<file path="src/hdl/dms_pkg.sv">
// constants and types of the data map, accumulator and status block
package dms_pkg;

    // ***************************************
    // data map
    // ***************************************
    localparam logic [15:0] RAM_LO     = 16'h0200;
    localparam logic [15:0] RAM_HI     = 16'h09ff;
    localparam logic [15:0] RAM_HI_SM  = 16'h05ff;
    localparam logic [15:0] PR_HI      = 16'h023f;
    localparam logic [15:0] SBA_LO     = 16'h02c0;
    localparam logic [15:0] SBA_HI     = 16'h02ff;
    localparam logic [15:0] WIN_LO     = 16'h1000;

    // ***************************************
    // status word bits
    // ***************************************
    localparam int B_CY  = 15;
    localparam int B_ZF  = 14;
    localparam int B_HC  = 13;
    localparam int B_DD  = 12;
    localparam int B_S   = 11;
    localparam int B_OV  = 9;
    localparam int B_MIE = 8;

    // ***************************************
    // register offsets and resets
    // ***************************************
    localparam logic [7:0]  OFS_ACC  = 8'h00;
    localparam logic [7:0]  OFS_PSW  = 8'h04;
    localparam logic [7:0]  OFS_LRB  = 8'h08;
    localparam logic [7:0]  OFS_CTRL = 8'h0c;
    localparam logic [7:0]  OFS_STAT = 8'h10;
    localparam logic [7:0]  OFS_STATUS_HIGH_BYTE = 8'h14;
    localparam logic [7:0]  OFS_STATUS_LOW_BYTE = 8'h18;
    localparam logic [15:0] RST_ACC  = 16'h0000;
    localparam logic [15:0] RST_PSW  = 16'h0000;

    // ***************************************
    // timing
    // ***************************************
    localparam int CLK_KHZ  = 25000;
    localparam int STRB_NS  = 160;
    localparam int STRB_CYC = (STRB_NS * CLK_KHZ + 999999) / 1000000;

    // ***************************************
    // types
    // ***************************************
    typedef enum logic [4:0] {
        RG_LOW = 5'b00001,
        RG_PR  = 5'b00010,
        RG_SBA = 5'b00100,
        RG_RAM = 5'b01000,
        RG_EXT = 5'b10000
    } dms_region_e;

    typedef enum logic [3:0] {
        OP_ADD  = 4'h0,
        OP_SUB  = 4'h1,
        OP_CMP  = 4'h2,
        OP_AND  = 4'h3,
        OP_OR   = 4'h4,
        OP_XOR  = 4'h5,
        OP_LOAD = 4'h6,
        OP_SETC = 4'h7,
        OP_CLRC = 4'h8,
        OP_SETW = 4'h9,
        OP_CLRW = 4'ha,
        OP_BITT = 4'hb,
        OP_IRQ  = 4'hc,
        OP_RETI = 4'hd,
        OP_NOP  = 4'hf
    } dms_op_e;

    typedef enum logic [2:0] {
        XS_IDLE = 3'b001,
        XS_ALE  = 3'b010,
        XS_STRB = 3'b100
    } dms_xs_e;

    typedef struct packed {
        logic [15:0] res;
        logic        cy;
        logic        hc;
        logic        ov;
    } dms_alu_s;

endpackage

</file>
<file path="src/hdl/dms_core.sv">
// data map decode, accumulator, status word and external bus
//
// Behaviour
// [RL1] internal ram is 0200h-09ffh, or 0200h-05ffh in the small variant
// [RL2] eight sets of four 16-bit pointers at 0200h-023fh, low byte even
// [RL3] 02c0h-02ffh is classed as the short bit area
// [RL4] local window base is 0200h plus local_base_low times eight
// [RL5] external area uses muxed address/data, high address, latch and strobes
// [RL6] window enabled: external reads at 1000h up return program memory
// [RL7] byte access uses the given address unchanged
// [RL8] data word access clears address bit zero, high byte at odd
// [RL9] program memory word access keeps any byte alignment
// [RL10] arith_register word uses 15..0, byte 7..0, nibble 3..0
// [RL11] bit from arith_register: bits 7..3 offset, bits 2..0 index
// [RL12] every reset source clears arith_register
// [RL13] status_word usable whole or as high and low bytes
// [RL14] every reset source clears status_word
// [RL15] interrupt entry saves status_word, interrupt_return restores it
// [RL16] loads and arithmetic on status_word may leave flags undefined
// [RL17] carry_flag from bit 7 or 15 carry or borrow, directly settable
// [RL18] zero_flag on zero result, zero load or zero tested bit
// [RL19] nibble_carry_flag on carry or borrow from bit 3
// [RL20] width_descriptor selects word or byte arithmetic and transfer
// [RL21] word load or set_width_instr sets, byte load or clear clears it
// [RL22] direct status write of width is seen one instruction later
// [RL23] pointer_set_select picks the 8-byte pointer set from 0200h
// [RL24] top_bit_flag follows the result msb
// [RL25] twos_range_exceeded on signed overflow of the operand width
`timescale 1ns/1ps

module dms_core #(
    parameter bit SMALL_RAM = 1'b0    // reduced internal ram variant
) (
    input  wire logic        clk_sys_i,     // system clock
    input  wire logic        rst_b_i,       // sync reset, low active
    input  wire logic        reset_src_i,   // break, watchdog or trap reset
    input  wire logic        psel,          // apb select
    input  wire logic        penable,       // apb access phase
    input  wire logic        pwrite,        // apb direction
    input  wire logic [7:0]  paddr,         // apb byte address
    input  wire logic [31:0] pwdata,        // apb write data
    output logic      [31:0] prdata,        // apb read data
    output logic             pready,        // apb ready
    output logic             pslverr,       // apb error
    input  wire logic        op_valid_i,    // instruction step
    input  wire logic [3:0]  op_code_i,     // operation code
    input  wire logic        op_word_i,     // load is word type
    input  wire logic [15:0] operand_i,     // second operand
    output logic      [15:0] result_o,      // last result
    output logic      [4:0]  bit_off_o,     // bit address offset
    output logic      [2:0]  bit_idx_o,     // bit position
    output logic      [3:0]  nibble_o,      // nibble view
    output logic             width_o,       // width seen by next op
    input  wire logic        dec_valid_i,   // address decode request
    input  wire logic [15:0] dec_addr_i,    // address to decode
    input  wire logic        dec_word_i,    // word access
    input  wire logic        dec_code_i,    // program memory access
    input  wire logic [2:0]  dec_sel_i,     // register number
    output logic      [4:0]  region_o,      // one-hot region
    output logic      [15:0] dec_addr_o,    // low byte address
    output logic      [15:0] dec_addr_hi_o, // high byte address
    output logic      [15:0] pr_addr_o,     // pointer low byte address
    output logic      [15:0] lr_addr_o,     // local register address
    input  wire logic        ext_req_i,     // external access request
    input  wire logic        ext_we_i,      // external write
    input  wire logic [15:0] ext_addr_i,    // external address
    input  wire logic [7:0]  ext_wdata_i,   // external write byte
    input  wire logic [7:0]  code_rdata_i,  // program memory byte
    output logic             ext_busy_o,    // external cycle running
    output logic             ext_done_o,    // access finished pulse
    output logic      [7:0]  ext_rdata_o,   // read byte
    input  wire logic [7:0]  mad_i,         // muxed_addr_data in
    output logic      [7:0]  mad_o,         // muxed_addr_data out
    output logic             mad_oe_o,      // muxed_addr_data drive
    output logic      [7:0]  high_addr_o,   // high_address pins
    output logic             ale_o,         // address latch strobe
    output logic             rd_b_o,        // read strobe, low active
    output logic             wr_b_o         // write strobe, low active
);

    // ***************************************
    // state
    // ***************************************
    typedef struct packed {
        logic [15:0]     acc;
        logic [15:0]     program_status_word;
        logic [15:0]     psw_save;
        logic [7:0]      local_base_low;
        logic            win_en;
        logic            pin_en;
        logic            dd_pend;
        logic            dd_old;
        logic [15:0]     res;
        logic [4:0]      region;
        logic [15:0]     daddr;
        logic [15:0]     daddr_hi;
        logic [15:0]     pr_addr;
        logic [15:0]     lr_addr;
        dms_pkg::dms_xs_e xs;
        logic [3:0]      xcnt;
        logic [15:0]     xaddr;
        logic            xwe;
        logic [7:0]      xwdata;
        logic [7:0]      xrdata;
        logic            xdone;
        logic [7:0]      sync1;
        logic [7:0]      sync2;
        logic [31:0]     rdata;
        logic            err;
    } dms_st_s;

    dms_st_s q;
    dms_st_s n;

    logic           dd_eff;
    logic           apb_wr;
    logic           win_rd;
    dms_pkg::dms_op_e op;
    dms_pkg::dms_alu_s alu;

    // ***************************************
    // functions
    // ***************************************

    // region of a data address
    function automatic logic [4:0] region_f(input logic [15:0] a);
        logic [15:0] top;
        top = SMALL_RAM ? dms_pkg::RAM_HI_SM : dms_pkg::RAM_HI;
        if (a < dms_pkg::RAM_LO) begin
            region_f = dms_pkg::RG_LOW;
        end else if (a <= dms_pkg::PR_HI) begin
            region_f = dms_pkg::RG_PR;           // [RL2]
        end else if (a >= dms_pkg::SBA_LO && a <= dms_pkg::SBA_HI) begin
            region_f = dms_pkg::RG_SBA;          // [RL3]
        end else if (a <= top) begin
            region_f = dms_pkg::RG_RAM;          // [RL1]
        end else begin
            region_f = dms_pkg::RG_EXT;          // [RL5]
        end
    endfunction

    // arithmetic and logic at the chosen width
    function automatic dms_pkg::dms_alu_s alu_f(
        input dms_pkg::dms_op_e o,
        input logic             w,
        input logic [15:0]      a,
        input logic [15:0]      b
    );
        logic [15:0] aw;
        logic [15:0] bw;
        logic [16:0] s;
        logic [4:0]  h;
        logic        sb;
        logic        am;
        logic        bm;
        logic        sm;
        dms_pkg::dms_alu_s r;
        aw = w ? a : {8'h00, a[7:0]};            // [RL10]
        bw = w ? b : {8'h00, b[7:0]};
        sb = (o == dms_pkg::OP_SUB) || (o == dms_pkg::OP_CMP);
        s  = sb ? {1'b0, aw} - {1'b0, bw} : {1'b0, aw} + {1'b0, bw};
        h  = sb ? {1'b0, aw[3:0]} - {1'b0, bw[3:0]} : {1'b0, aw[3:0]} + {1'b0, bw[3:0]};
        case (o)
            dms_pkg::OP_AND: s = {1'b0, aw & bw};
            dms_pkg::OP_OR:  s = {1'b0, aw | bw};
            dms_pkg::OP_XOR: s = {1'b0, aw ^ bw};
            default: s = s;
        endcase
        am = w ? aw[15] : aw[7];
        bm = w ? bw[15] : bw[7];
        sm = w ? s[15] : s[7];
        r.res = w ? s[15:0] : {a[15:8], s[7:0]};
        r.cy  = w ? s[16] : s[8];                // [RL17]
        r.hc  = h[4];                            // [RL19]
        r.ov  = sb ? (am != bm) && (sm != am) : (am == bm) && (sm != am); // [RL25]
        alu_f = r;
    endfunction

    // ***************************************
    // next state
    // ***************************************
    assign op     = dms_pkg::dms_op_e'(op_code_i);
    assign dd_eff = q.dd_pend ? q.dd_old : q.program_status_word[dms_pkg::B_DD]; // [RL22]
    assign alu    = alu_f(op, dd_eff, q.acc, operand_i);         // [RL20]
    assign apb_wr = psel && penable && pwrite;
    assign win_rd = q.win_en && !ext_we_i && (ext_addr_i >= dms_pkg::WIN_LO);

    always_comb begin
        n       = q;
        n.xdone = 1'b0;
        n.sync1 = mad_i;
        n.sync2 = q.sync1;

        // instruction step; status loads may leave flags undefined [RL16]
        if (op_valid_i) begin
            n.dd_pend = 1'b0;                    // [RL22]
            case (op)
                dms_pkg::OP_ADD, dms_pkg::OP_SUB, dms_pkg::OP_CMP,
                dms_pkg::OP_AND, dms_pkg::OP_OR, dms_pkg::OP_XOR: begin
                    if (op != dms_pkg::OP_CMP) begin
                        n.acc = alu.res;
                    end
                    n.res = alu.res;
                    if (op <= dms_pkg::OP_CMP) begin
                        n.program_status_word[dms_pkg::B_CY] = alu.cy; // [RL17]
                        n.program_status_word[dms_pkg::B_HC] = alu.hc; // [RL19]
                        n.program_status_word[dms_pkg::B_OV] = alu.ov; // [RL25]
                    end
                    n.program_status_word[dms_pkg::B_ZF] = dd_eff ? (alu.res == 16'h0000)
                                                  : (alu.res[7:0] == 8'h00); // [RL18]
                    n.program_status_word[dms_pkg::B_S]  = dd_eff ? alu.res[15] : alu.res[7]; // [RL24]
                end
                dms_pkg::OP_LOAD: begin
                    n.acc = op_word_i ? operand_i : {q.acc[15:8], operand_i[7:0]}; // [RL10]
                    n.res = n.acc;
                    n.program_status_word[dms_pkg::B_DD] = op_word_i; // [RL21]
                    n.program_status_word[dms_pkg::B_ZF] = op_word_i ? (operand_i == 16'h0000)
                                                     : (operand_i[7:0] == 8'h00); // [RL18]
                end
                dms_pkg::OP_SETC: n.program_status_word[dms_pkg::B_CY] = 1'b1; // [RL17]
                dms_pkg::OP_CLRC: n.program_status_word[dms_pkg::B_CY] = 1'b0; // [RL17]
                dms_pkg::OP_SETW: n.program_status_word[dms_pkg::B_DD] = 1'b1; // [RL21]
                dms_pkg::OP_CLRW: n.program_status_word[dms_pkg::B_DD] = 1'b0; // [RL21]
                dms_pkg::OP_BITT: begin
                    n.program_status_word[dms_pkg::B_ZF] = ~operand_i[q.acc[2:0]]; // [RL11] [RL18]
                end
                dms_pkg::OP_IRQ: begin
                    n.psw_save = q.program_status_word;          // [RL15]
                    n.program_status_word[dms_pkg::B_MIE] = 1'b0;
                end
                dms_pkg::OP_RETI: n.program_status_word = q.psw_save; // [RL15]
                default: n.res = q.res;
            endcase
        end

        // address decode, aligned pairs and register addresses
        if (dec_valid_i) begin
            n.region   = region_f(dec_addr_i);
            n.daddr    = (dec_word_i && !dec_code_i) ? {dec_addr_i[15:1], 1'b0}
                                                     : dec_addr_i; // [RL7] [RL8] [RL9]
            n.daddr_hi = n.daddr + 16'h0001;     // [RL8] [RL9]
            n.pr_addr  = {6'h00, 1'b1, 3'h0, q.program_status_word[2:0], dec_sel_i[1:0], 1'b0}; // [RL2] [RL23]
            n.lr_addr  = dms_pkg::RAM_LO + {5'h00, q.local_base_low, dec_sel_i}; // [RL4]
        end

        // external bus sequence
        case (q.xs)
            dms_pkg::XS_IDLE: begin
                if (ext_req_i) begin
                    if (win_rd) begin
                        n.xrdata = code_rdata_i; // [RL6]
                        n.xdone  = 1'b1;
                    end else if (!q.pin_en) begin
                        n.xrdata = 8'h00;        // pins not in memory function
                        n.xdone  = 1'b1;
                    end else begin
                        n.xaddr  = ext_addr_i;   // [RL5]
                        n.xwe    = ext_we_i;
                        n.xwdata = ext_wdata_i;
                        n.xs     = dms_pkg::XS_ALE;
                    end
                end
            end
            dms_pkg::XS_ALE: begin
                n.xs   = dms_pkg::XS_STRB;
                n.xcnt = 4'(dms_pkg::STRB_CYC - 1);
            end
            dms_pkg::XS_STRB: begin
                if (q.xcnt == 4'h0) begin
                    if (!q.xwe) begin
                        n.xrdata = q.sync2;      // [RL5]
                    end
                    n.xdone = 1'b1;
                    n.xs    = dms_pkg::XS_IDLE;
                end else begin
                    n.xcnt = q.xcnt - 4'h1;
                end
            end
            default: n.xs = dms_pkg::XS_IDLE;
        endcase

        // apb setup phase latches read data and error
        if (psel && !penable) begin
            n.err   = 1'b0;
            n.rdata = 32'h0000_0000;
            case (paddr)
                dms_pkg::OFS_ACC:  n.rdata = {16'h0000, q.acc};
                dms_pkg::OFS_PSW:  n.rdata = {16'h0000, q.program_status_word};
                dms_pkg::OFS_STATUS_HIGH_BYTE: n.rdata = {24'h000000, q.program_status_word[15:8]}; // [RL13]
                dms_pkg::OFS_STATUS_LOW_BYTE: n.rdata = {24'h000000, q.program_status_word[7:0]};  // [RL13]
                dms_pkg::OFS_LRB:  n.rdata = {24'h000000, q.local_base_low};
                dms_pkg::OFS_CTRL: n.rdata = {30'h0, q.pin_en, q.win_en};
                dms_pkg::OFS_STAT: n.rdata = {29'h0, dd_eff, q.dd_pend, ext_busy_o};
                default:           n.err   = 1'b1;
            endcase
        end

        // apb access phase writes
        if (apb_wr) begin
            case (paddr)
                dms_pkg::OFS_ACC: n.acc = pwdata[15:0];
                dms_pkg::OFS_PSW, dms_pkg::OFS_STATUS_HIGH_BYTE, dms_pkg::OFS_STATUS_LOW_BYTE: begin
                    if (paddr != dms_pkg::OFS_STATUS_LOW_BYTE) begin
                        n.program_status_word[15:8] = pwdata[7:0] | (paddr == dms_pkg::OFS_PSW ? pwdata[15:8] : 8'h00);
                    end
                    if (paddr == dms_pkg::OFS_PSW) begin
                        n.program_status_word[15:8] = pwdata[15:8];
                        n.program_status_word[7:0]  = pwdata[7:0];
                    end
                    if (paddr == dms_pkg::OFS_STATUS_LOW_BYTE) begin
                        n.program_status_word[7:0] = pwdata[7:0]; // [RL13]
                    end
                    if (paddr != dms_pkg::OFS_STATUS_LOW_BYTE) begin
                        n.dd_pend = 1'b1;        // [RL22]
                        n.dd_old  = dd_eff;
                    end
                end
                dms_pkg::OFS_LRB: n.local_base_low = pwdata[7:0]; // [RL4]
                dms_pkg::OFS_CTRL: begin
                    n.win_en = pwdata[0];        // [RL6]
                    n.pin_en = pwdata[1];        // [RL5]
                end
                default: n.err = q.err;
            endcase
        end

        // reset sources other than the pin
        if (reset_src_i) begin
            n.acc     = dms_pkg::RST_ACC;        // [RL12]
            n.program_status_word     = dms_pkg::RST_PSW;        // [RL14]
            n.dd_pend = 1'b0;
        end
    end

    // ***************************************
    // registers
    // ***************************************
    always_ff @(posedge clk_sys_i) begin
        if (!rst_b_i) begin
            q     <= '0;                         // [RL12] [RL14]
            q.xs  <= dms_pkg::XS_IDLE;
        end else begin
            q <= n;
        end
    end

    // ***************************************
    // outputs
    // ***************************************
    assign prdata        = q.rdata;
    assign pready        = 1'b1;
    assign pslverr       = psel && penable && q.err;
    assign result_o      = q.res;
    assign bit_off_o     = q.acc[7:3];           // [RL11]
    assign bit_idx_o     = q.acc[2:0];           // [RL11]
    assign nibble_o      = q.acc[3:0];           // [RL10]
    assign width_o       = dd_eff;
    assign region_o      = q.region;
    assign dec_addr_o    = q.daddr;
    assign dec_addr_hi_o = q.daddr_hi;
    assign pr_addr_o     = q.pr_addr;
    assign lr_addr_o     = q.lr_addr;
    assign ext_busy_o    = (q.xs != dms_pkg::XS_IDLE);
    assign ext_done_o    = q.xdone;
    assign ext_rdata_o   = q.xrdata;
    assign mad_o         = (q.xs == dms_pkg::XS_ALE) ? q.xaddr[7:0] : q.xwdata; // [RL5]
    assign mad_oe_o      = (q.xs == dms_pkg::XS_ALE) || ((q.xs == dms_pkg::XS_STRB) && q.xwe);
    assign high_addr_o   = q.xaddr[15:8];
    assign ale_o         = (q.xs == dms_pkg::XS_ALE);
    assign rd_b_o        = !((q.xs == dms_pkg::XS_STRB) && !q.xwe);
    assign wr_b_o        = !((q.xs == dms_pkg::XS_STRB) && q.xwe);
endmodule

</file>
<file path="config.mk">
export PLATFORM = sky130hd
export DESIGN_NAME = dms_core
export DESIGN_NICKNAME = d
export VERILOG_FILES = /design/src/hdl/dms_pkg.sv /design/src/hdl/dms_core.sv
export SDC_FILE = /design/constraint.sdc
export NUM_CORES = 1
export LEC_CHECK = 0
export ABC_AREA = 1
export BUFFER_PORTS_ARGS = -buffer_cell sky130_fd_sc_hd__buf_2
export CORE_UTILIZATION = 55
export DETAILED_ROUTE_END_ITERATION = 16
export PLACE_DENSITY = 0.81
export SYNTH_ARGS = -nofsm -noshare
export SYNTH_HDL_FRONTEND = slang
export SYNTH_SLANG_ARGS = --single-unit
</file>
<file path="constraint.sdc">
create_clock -name clk_sys_i -period 4.15 [get_ports clk_sys_i]
set_clock_uncertainty 0.05 [all_clocks]
set_input_delay 0.6225 -clock clk_sys_i [delete_from_list [all_inputs] [get_ports clk_sys_i]]
set_output_delay 0.6225 -clock clk_sys_i [all_outputs]
set_load 0.05 [all_outputs]
</file>
* Word-level counts from Yosys, hierarchy flattened
Cells that the tools add are included.
** Storage, ports and cells
- Register bits after elaboration :: 209
- Output and inout port bits :: 162
- Logic and storage cells :: 197
- Bits of input ports :: 132
** Cells by class
- Multiplexer cells :: 70
- Equal/unequal tests :: 36
- Reductions and logical operators :: 44
- $lt $le $gt $ge :: 8
- Bitwise gates (word level) :: 7
- Add/sub/neg operators :: 7
** Operators by type and width (count)
- 16-bit 2-to-1 mux :: 9
- 16-bit case mux with 7 select lines :: 1
- 16-bit case mux with 2 select lines :: 2
- 17-bit case mux with 3 select lines :: 1
- 48-bit 2-to-1 mux :: 1
- 8-bit 2-to-1 mux :: 6
- 9-bit 2-to-1 mux :: 4
- 16-bit by 10-bit <= comparator with 1-bit output (second input constant) :: 2
- 16-bit zero test :: 2
- 32-bit 2-to-1 mux :: 1
- 5-bit 2-to-1 mux :: 5
- 4-bit == test (second input constant) :: 6
- 8-bit by 5-bit == test with 1-bit output (second input constant) :: 3
- 8-bit zero test :: 3
- 1-bit 2-to-1 mux :: 20
- 9-bit case mux with 2 select lines :: 1
- 16-bit by 16-bit adder with 17-bit output :: 1
- 17-bit 2-to-1 mux :: 1
- 16-bit by 16-bit subtractor with 17-bit output :: 1
- 16-bit by 1-bit adder with 16-bit output (second input constant) :: 1
- 16-bit bitwise AND :: 1
- 4-bit by 3-bit == test with 1-bit output (second input constant) :: 4
- 8-bit by 4-bit == test with 1-bit output (second input constant) :: 2
- 16-bit by 10-bit >= comparator with 1-bit output (second input constant) :: 1
- 47 further kinds :: 93

* Logic depth before layout (Yosys ltp)
- Depth in word-level cells :: 17
- Gate-level depth with buffers :: 28
- Gate-level depth less buffers :: 28

* Worst setup path before layout
No wires, ideal clock.
- Path kind :: in2reg
- Start point :: input op_code_i[2]
- End point :: register q[218] (netlist bit)
- Library setup time :: 119 ps
- Data required time :: 3981 ps
- Buffers on the path :: 1
- Path slack :: 793 ps
- Cell stages on the path :: 23
- Arrival time :: 3188 ps
- Cells stage by stage :: nor2_2 > nand2_1 > nor2_2 > inv_2 > buf_4 > o31ai_1 > o21a_1 > nand2_1 > xor2_1 > ha_1 > nand2_1 > nor2_1 > and2_1 > nand2_1 > nand2_1 > a21boi_0 > or2_0 > nand3_1 > nand3_1 > nand2_1 > nand2_1 > nand2_1 > a21oi_1
** Between the ends
- Longest elaborated chain between the ends :: 12
- Elaborated cells on any way between the ends :: 22
- Classes of those cells :: order compare: 1; eq/ne: 8; mux: 10; reduce/logical: 3
** RTL lines
- from (decl) :: RTL line dms_core.sv:46 : input wire logic [3:0] op_code_i,
- 4-bit by 1-bit == test with 1-bit output or 4-bit by 2-bit == test with 1-bit output (tied branches) :: RTL line dms_core.sv:160, dms_core.sv:197
- 1-bit logical OR :: RTL line dms_core.sv:160 : sb = (o == dms_pkg::OP_SUB) || (o == dms_pkg::OP_CMP);
- 17-bit 2-to-1 mux :: RTL line dms_core.sv:161 : s = sb ? {1'b0, aw} - {1'b0, bw} : {1'b0, aw} + {1'b0, bw};
- 17-bit case mux with 3 select lines :: RTL line dms_core.sv:163 : case (o)
- 1-bit 2-to-1 mux :: RTL line dms_core.sv:173 : r.cy = w ? s[16] : s[8];
- 1-bit 2-to-1 mux :: RTL line dms_core.sv:204 : if (op <= dms_pkg::OP_CMP) begin
- 1-bit case mux with 4 select lines (*) :: RTL line dms_core.sv:197 : case (op)
- 48-bit 2-to-1 mux (*) :: RTL line dms_core.sv:195 : if (op_valid_i) begin
- 8-bit 2-to-1 mux :: RTL line dms_core.sv:303 : if (paddr != dms_pkg::OFS_STATUS_LOW_BYTE) begin
- 16-bit 2-to-1 mux :: RTL line dms_core.sv:306 : if (paddr == dms_pkg::OFS_PSW) begin
- 16-bit 2-to-1 mux :: RTL line dms_core.sv:300 : case (paddr)
- 32-bit 2-to-1 mux (*) :: RTL line dms_core.sv:299 : if (apb_wr) begin
- to (signal assigned) :: RTL line dms_core.sv:343 : q <= n;
- to (decl) :: RTL line dms_core.sv:112 : dms_st_s q;
Every way passes the cells marked *; elsewhere a longest branch is shown, timed or not.
A chain may end at the register's enable or synchronous reset.

* Final worst setup path
- Start point :: input operand_i[5]
- End point :: register q[234] (netlist bit)
** Between the ends
- Longest elaborated chain between the ends :: 10
- Elaborated cells on any way between the ends :: 11
- Classes of those cells :: add/sub: 2; mux: 9
** RTL lines
- from (decl) :: RTL line dms_core.sv:48 : input wire logic [15:0] operand_i,
- 16-bit 2-to-1 mux (*) :: RTL line dms_core.sv:159 : bw = w ? b : {8'h00, b[7:0]};
- 16-bit by 16-bit adder with 17-bit output or 16-bit by 16-bit subtractor with 17-bit output (tied branches) :: RTL line dms_core.sv:161
- 17-bit 2-to-1 mux (*) :: RTL line dms_core.sv:161
- 17-bit case mux with 3 select lines (*) :: RTL line dms_core.sv:163
- 16-bit 2-to-1 mux (*) :: RTL line dms_core.sv:172 : r.res = w ? s[15:0] : {a[15:8], s[7:0]};
- 16-bit 2-to-1 mux (*) :: RTL line dms_core.sv:200 : if (op != dms_pkg::OP_CMP) begin
- 16-bit case mux with 2 select lines (*) :: RTL line dms_core.sv:197
- 48-bit 2-to-1 mux (*) :: RTL line dms_core.sv:195
- 16-bit 2-to-1 mux :: RTL line dms_core.sv:300
- 32-bit 2-to-1 mux (*) :: RTL line dms_core.sv:299
Marks and branches as above.

==> impl_results.md <==
* Status: completed
* EDFF count, synth at 0
* YS warnings at 0
* CP bufs+invs at 2
* Total GRT Usage at about a third
* Core Region at between 20000 and 25000 µm²
* Synthesized area at between 10000 and 15000 µm²
* Die H at 154 µm
* Slew at the pin closest to its max-slew limit at around 1.0 ns
* Final number of setup-violating endpoints at 0
* Global route overflow at 0
* Die ar. at between 20000 and 25000 µm²
* Row count at between 50 and 60
* CTS H-tree lvls at 1
* Hpwl dp at between 20000 and 30000 µm
* Required @ worst endpoint at ~4.5 ns
* Leak at 6.73 nW
* Final hold viol count at 0
* Critical-path cell list: buf_2 > inv_1 > nand2_1 > nor2_1 > nand2_1 > o31ai_1 > o21a_1 > nand2_1 > xor2_1 > ha_1 > nand3_1 > nor3_1 > nand2_1 > nand2_1 > nand2_1 > nand2_1 > nand2_1 > nand2_1 > nand2_1 > o21ai_0 > nor2_1 > o21ai_0 > nand2_1 > a21oi_1
* GP Congestion at between 0.9 and 1
* Routed Antenna Nets at 0
* Max VDD drop at between 300 and 400 µV
* FFs w/ async S/R, synth at 0%
* Layout cells sized above 1 at approximately a fifth
* Post-CTS Setup Bufs at 0
* Iter 0 DRT Violations at around 1100
* HP Class: in -> reg
* CTS Buf Count at 22
* Crit end category: flop
* Final worst path period share at between 80 and 90%
* PwrDens at 404 nW/µm²
* Largest cells by area after synthesis: dfxtp_1, nand2_1, buf_4
* CTS Root Cell: clkbuf_16
* Critical Path AT at slightly below 4 ns
* Syn Inst Count at about 1900
* Max clock buf depth at 3
* Fmax at about 0.29 GHz
* Input/output buffers at around 250
* CP max stage delay at 0.40 ns
* RSZ-0062 raised after global routing: no
* Crit path max-delay family: simple AND/OR/NAND/NOR gates
* Synth cell types at 59
* CTS resizes at 0
* Crit path top cell by count: nand2_1
* Drt total wl at between 30000 and 40000 µm
* Worst Path Max Fanout at 7
* Post-layout nets at approximately 2200
* Area Overhead vs Synth at 10.2%
* Vias in the first global route at 11400
* Post-synth top area share at a little under a third
* Via density per instance at around 5.5
* Most common flop cell mapped by yosys: dfxtp_1
* Yosys top cell by area: dfxtp_1
* CTS tree: built
* Crit path time final at 3.49 ns
* Slowest CP cell: ha_1
* Pin count of the biggest net entering global routing at 79
* Setup_tns at 0 ns
* Syn_area_per_cell at roughly 6.8 µm²
* # hold bufs at CTS at 0
* Clock sinks at ~200
* Vias at 12600
* Startpoint types: input port
* Initial antenna violation count at 1
* DIE WIDTH at 154 µm
* Routed len/inst at around 17 µm
* Clk_lat worst skew at around 0.52 ns
* Fin. max-slew vios at 0
* Slew headroom at between 30 and 40%
* DRC Markers at 0
* Initial DRT Pass Iterations at 5
* Post-synthesis sequential area ratio at 31.9%
* Maximum Capacitance Violations at 0
* First-pass GRT wire length at around 60000 µm
* Ports at between 200 and 300
* N_diodes at 0
* Initial Util at 56.2%
* Finished Core Util at 61.9%
* CTS clk-pin slew, worst paths at roughly 0.06 ns
* FF+latch count, synth at just over 200
* Setup Crit Path Kind: in -> reg
cells by family after synthesis:
group	count (synthesis)	share of synthesized area [%]
AO/OA/AOI/OAI	491	21.7
other	2	0.0590
flip-flops	203	31.9
buffers and inverters	449	17.9
XOR/XNOR	28	1.93
AND/OR/NAND/NOR	649	21.3
adder cells (fa/ha/maj)	52	5.17
metal layers:
layer  wire (µm)  part of all wire, %  vias up  track usage [%]
met5           0                    0        -                0
met3        2890                  7.5       98             4.09
met2       17900                   46      542             53.1
met1       16300                   42     5727             41.4
met4        1510                  3.9        0             11.6
li1            -                    -     6201                -
state kept, by name, indices dropped and copies added, names as in the netlist:
| register | cells |
|---|---|
| n | 8 |
| prdata | 16 |
| ext_rdata_o | 8 |
| bit_idx_o | 3 |
| lr_addr_o | 10 |
| dec_addr_hi_o | 16 |
| region_o | 5 |
| ext_done_o | 1 |
| q | 85 |
| pr_addr_o | 6 |
| bit_off_o | 5 |
| high_addr_o | 8 |
| dec_addr_o | 16 |
| result_o | 16 |
final cells by class:
cell class	count	area, µm²
Timing Repair Buffer	279	1480
Sequential cell	203	4060
Tap cell	285	357
Fill cell	2190	8620
Multi-Input combinational cell	1251	6490
Clock buffer	30	631
Clock inverter	9	124
Inverter	232	873
synth_stat cells (all sizes together) (17+ instances only):
cell type    n
nand2      318
inv        229
o21ai      228
nor2       225
dfxtp      203
buf        162
a21oi      155
nand3       59
clkbuf      55
ha          51
xor2        26
a31oi       22
o22ai       22
nor3        21
a211oi      17
path summary, 6_finish.rpt:
path           startpoint     end  slack [ns]  cells after the start
min              mad_i[4]   n[37]        0.23                      3
min reg2reg         n[38]   q[38]        0.36                      2
max          operand_i[5]  q[234]        0.66                     24
max reg2reg        q[176]  q[234]        0.68                     25
tightest hold or removal path, stage by stage:
cell and delay [ns]:
buf_2 0.07, nand2_1 0.04, inv_1 0.04
where the power goes:
part | leakage [nW] | switching [mW] | total (mW) | internal (mW)
logic | 4.70 | 1.12 | 1.48 | 0.358
clock network | 0.374 | 0.814 | 2.01 | 1.20
registers | 1.66 | 0.0705 | 2.17 | 2.10
placed cells by master, fill, tap and decap left out, types with 5 or more instances in the layout:
cell	netlist	layout
nand2_1	311	311
o21ai_1	5	5
a21oi_1	154	154
a221oi_1	6	6
nor2_2	13	13
dfxtp_1	203	203
o21ai_0	219	219
inv_2	15	15
clkbuf_8	0	5
clkinv_2	0	5
a31oi_1	22	22
nand2_2	6	6
xor2_1	26	26
o22ai_1	22	22
buf_2	7	245
nand3_1	58	58
a211oi_1	17	17
nor3_1	16	16
nand4_1	10	10
buf_4	152	34
clkbuf_16	0	22
inv_1	213	213
nor3_2	5	5
nor2_1	210	210
ha_1	51	51
o211ai_1	14	14
conb_1	2	31
per-stage QoR:
step                      setup slack [ns]  power, mW  hold slack, ns  cell area, µm²  cells
after floorplan                      0.793       3.41           0.340           12800   1903
after global placement               0.245       3.65           0.343           13300   2250
after detailed placement             0.220       3.67           0.346           13300   2250
after CTS                            0.694       5.67           0.223           14000   2289
after global routing                 0.250       5.89           0.232           14000   2289
final                                0.664       5.66           0.232           14000   2289
(Power assumes the default switching activity.)
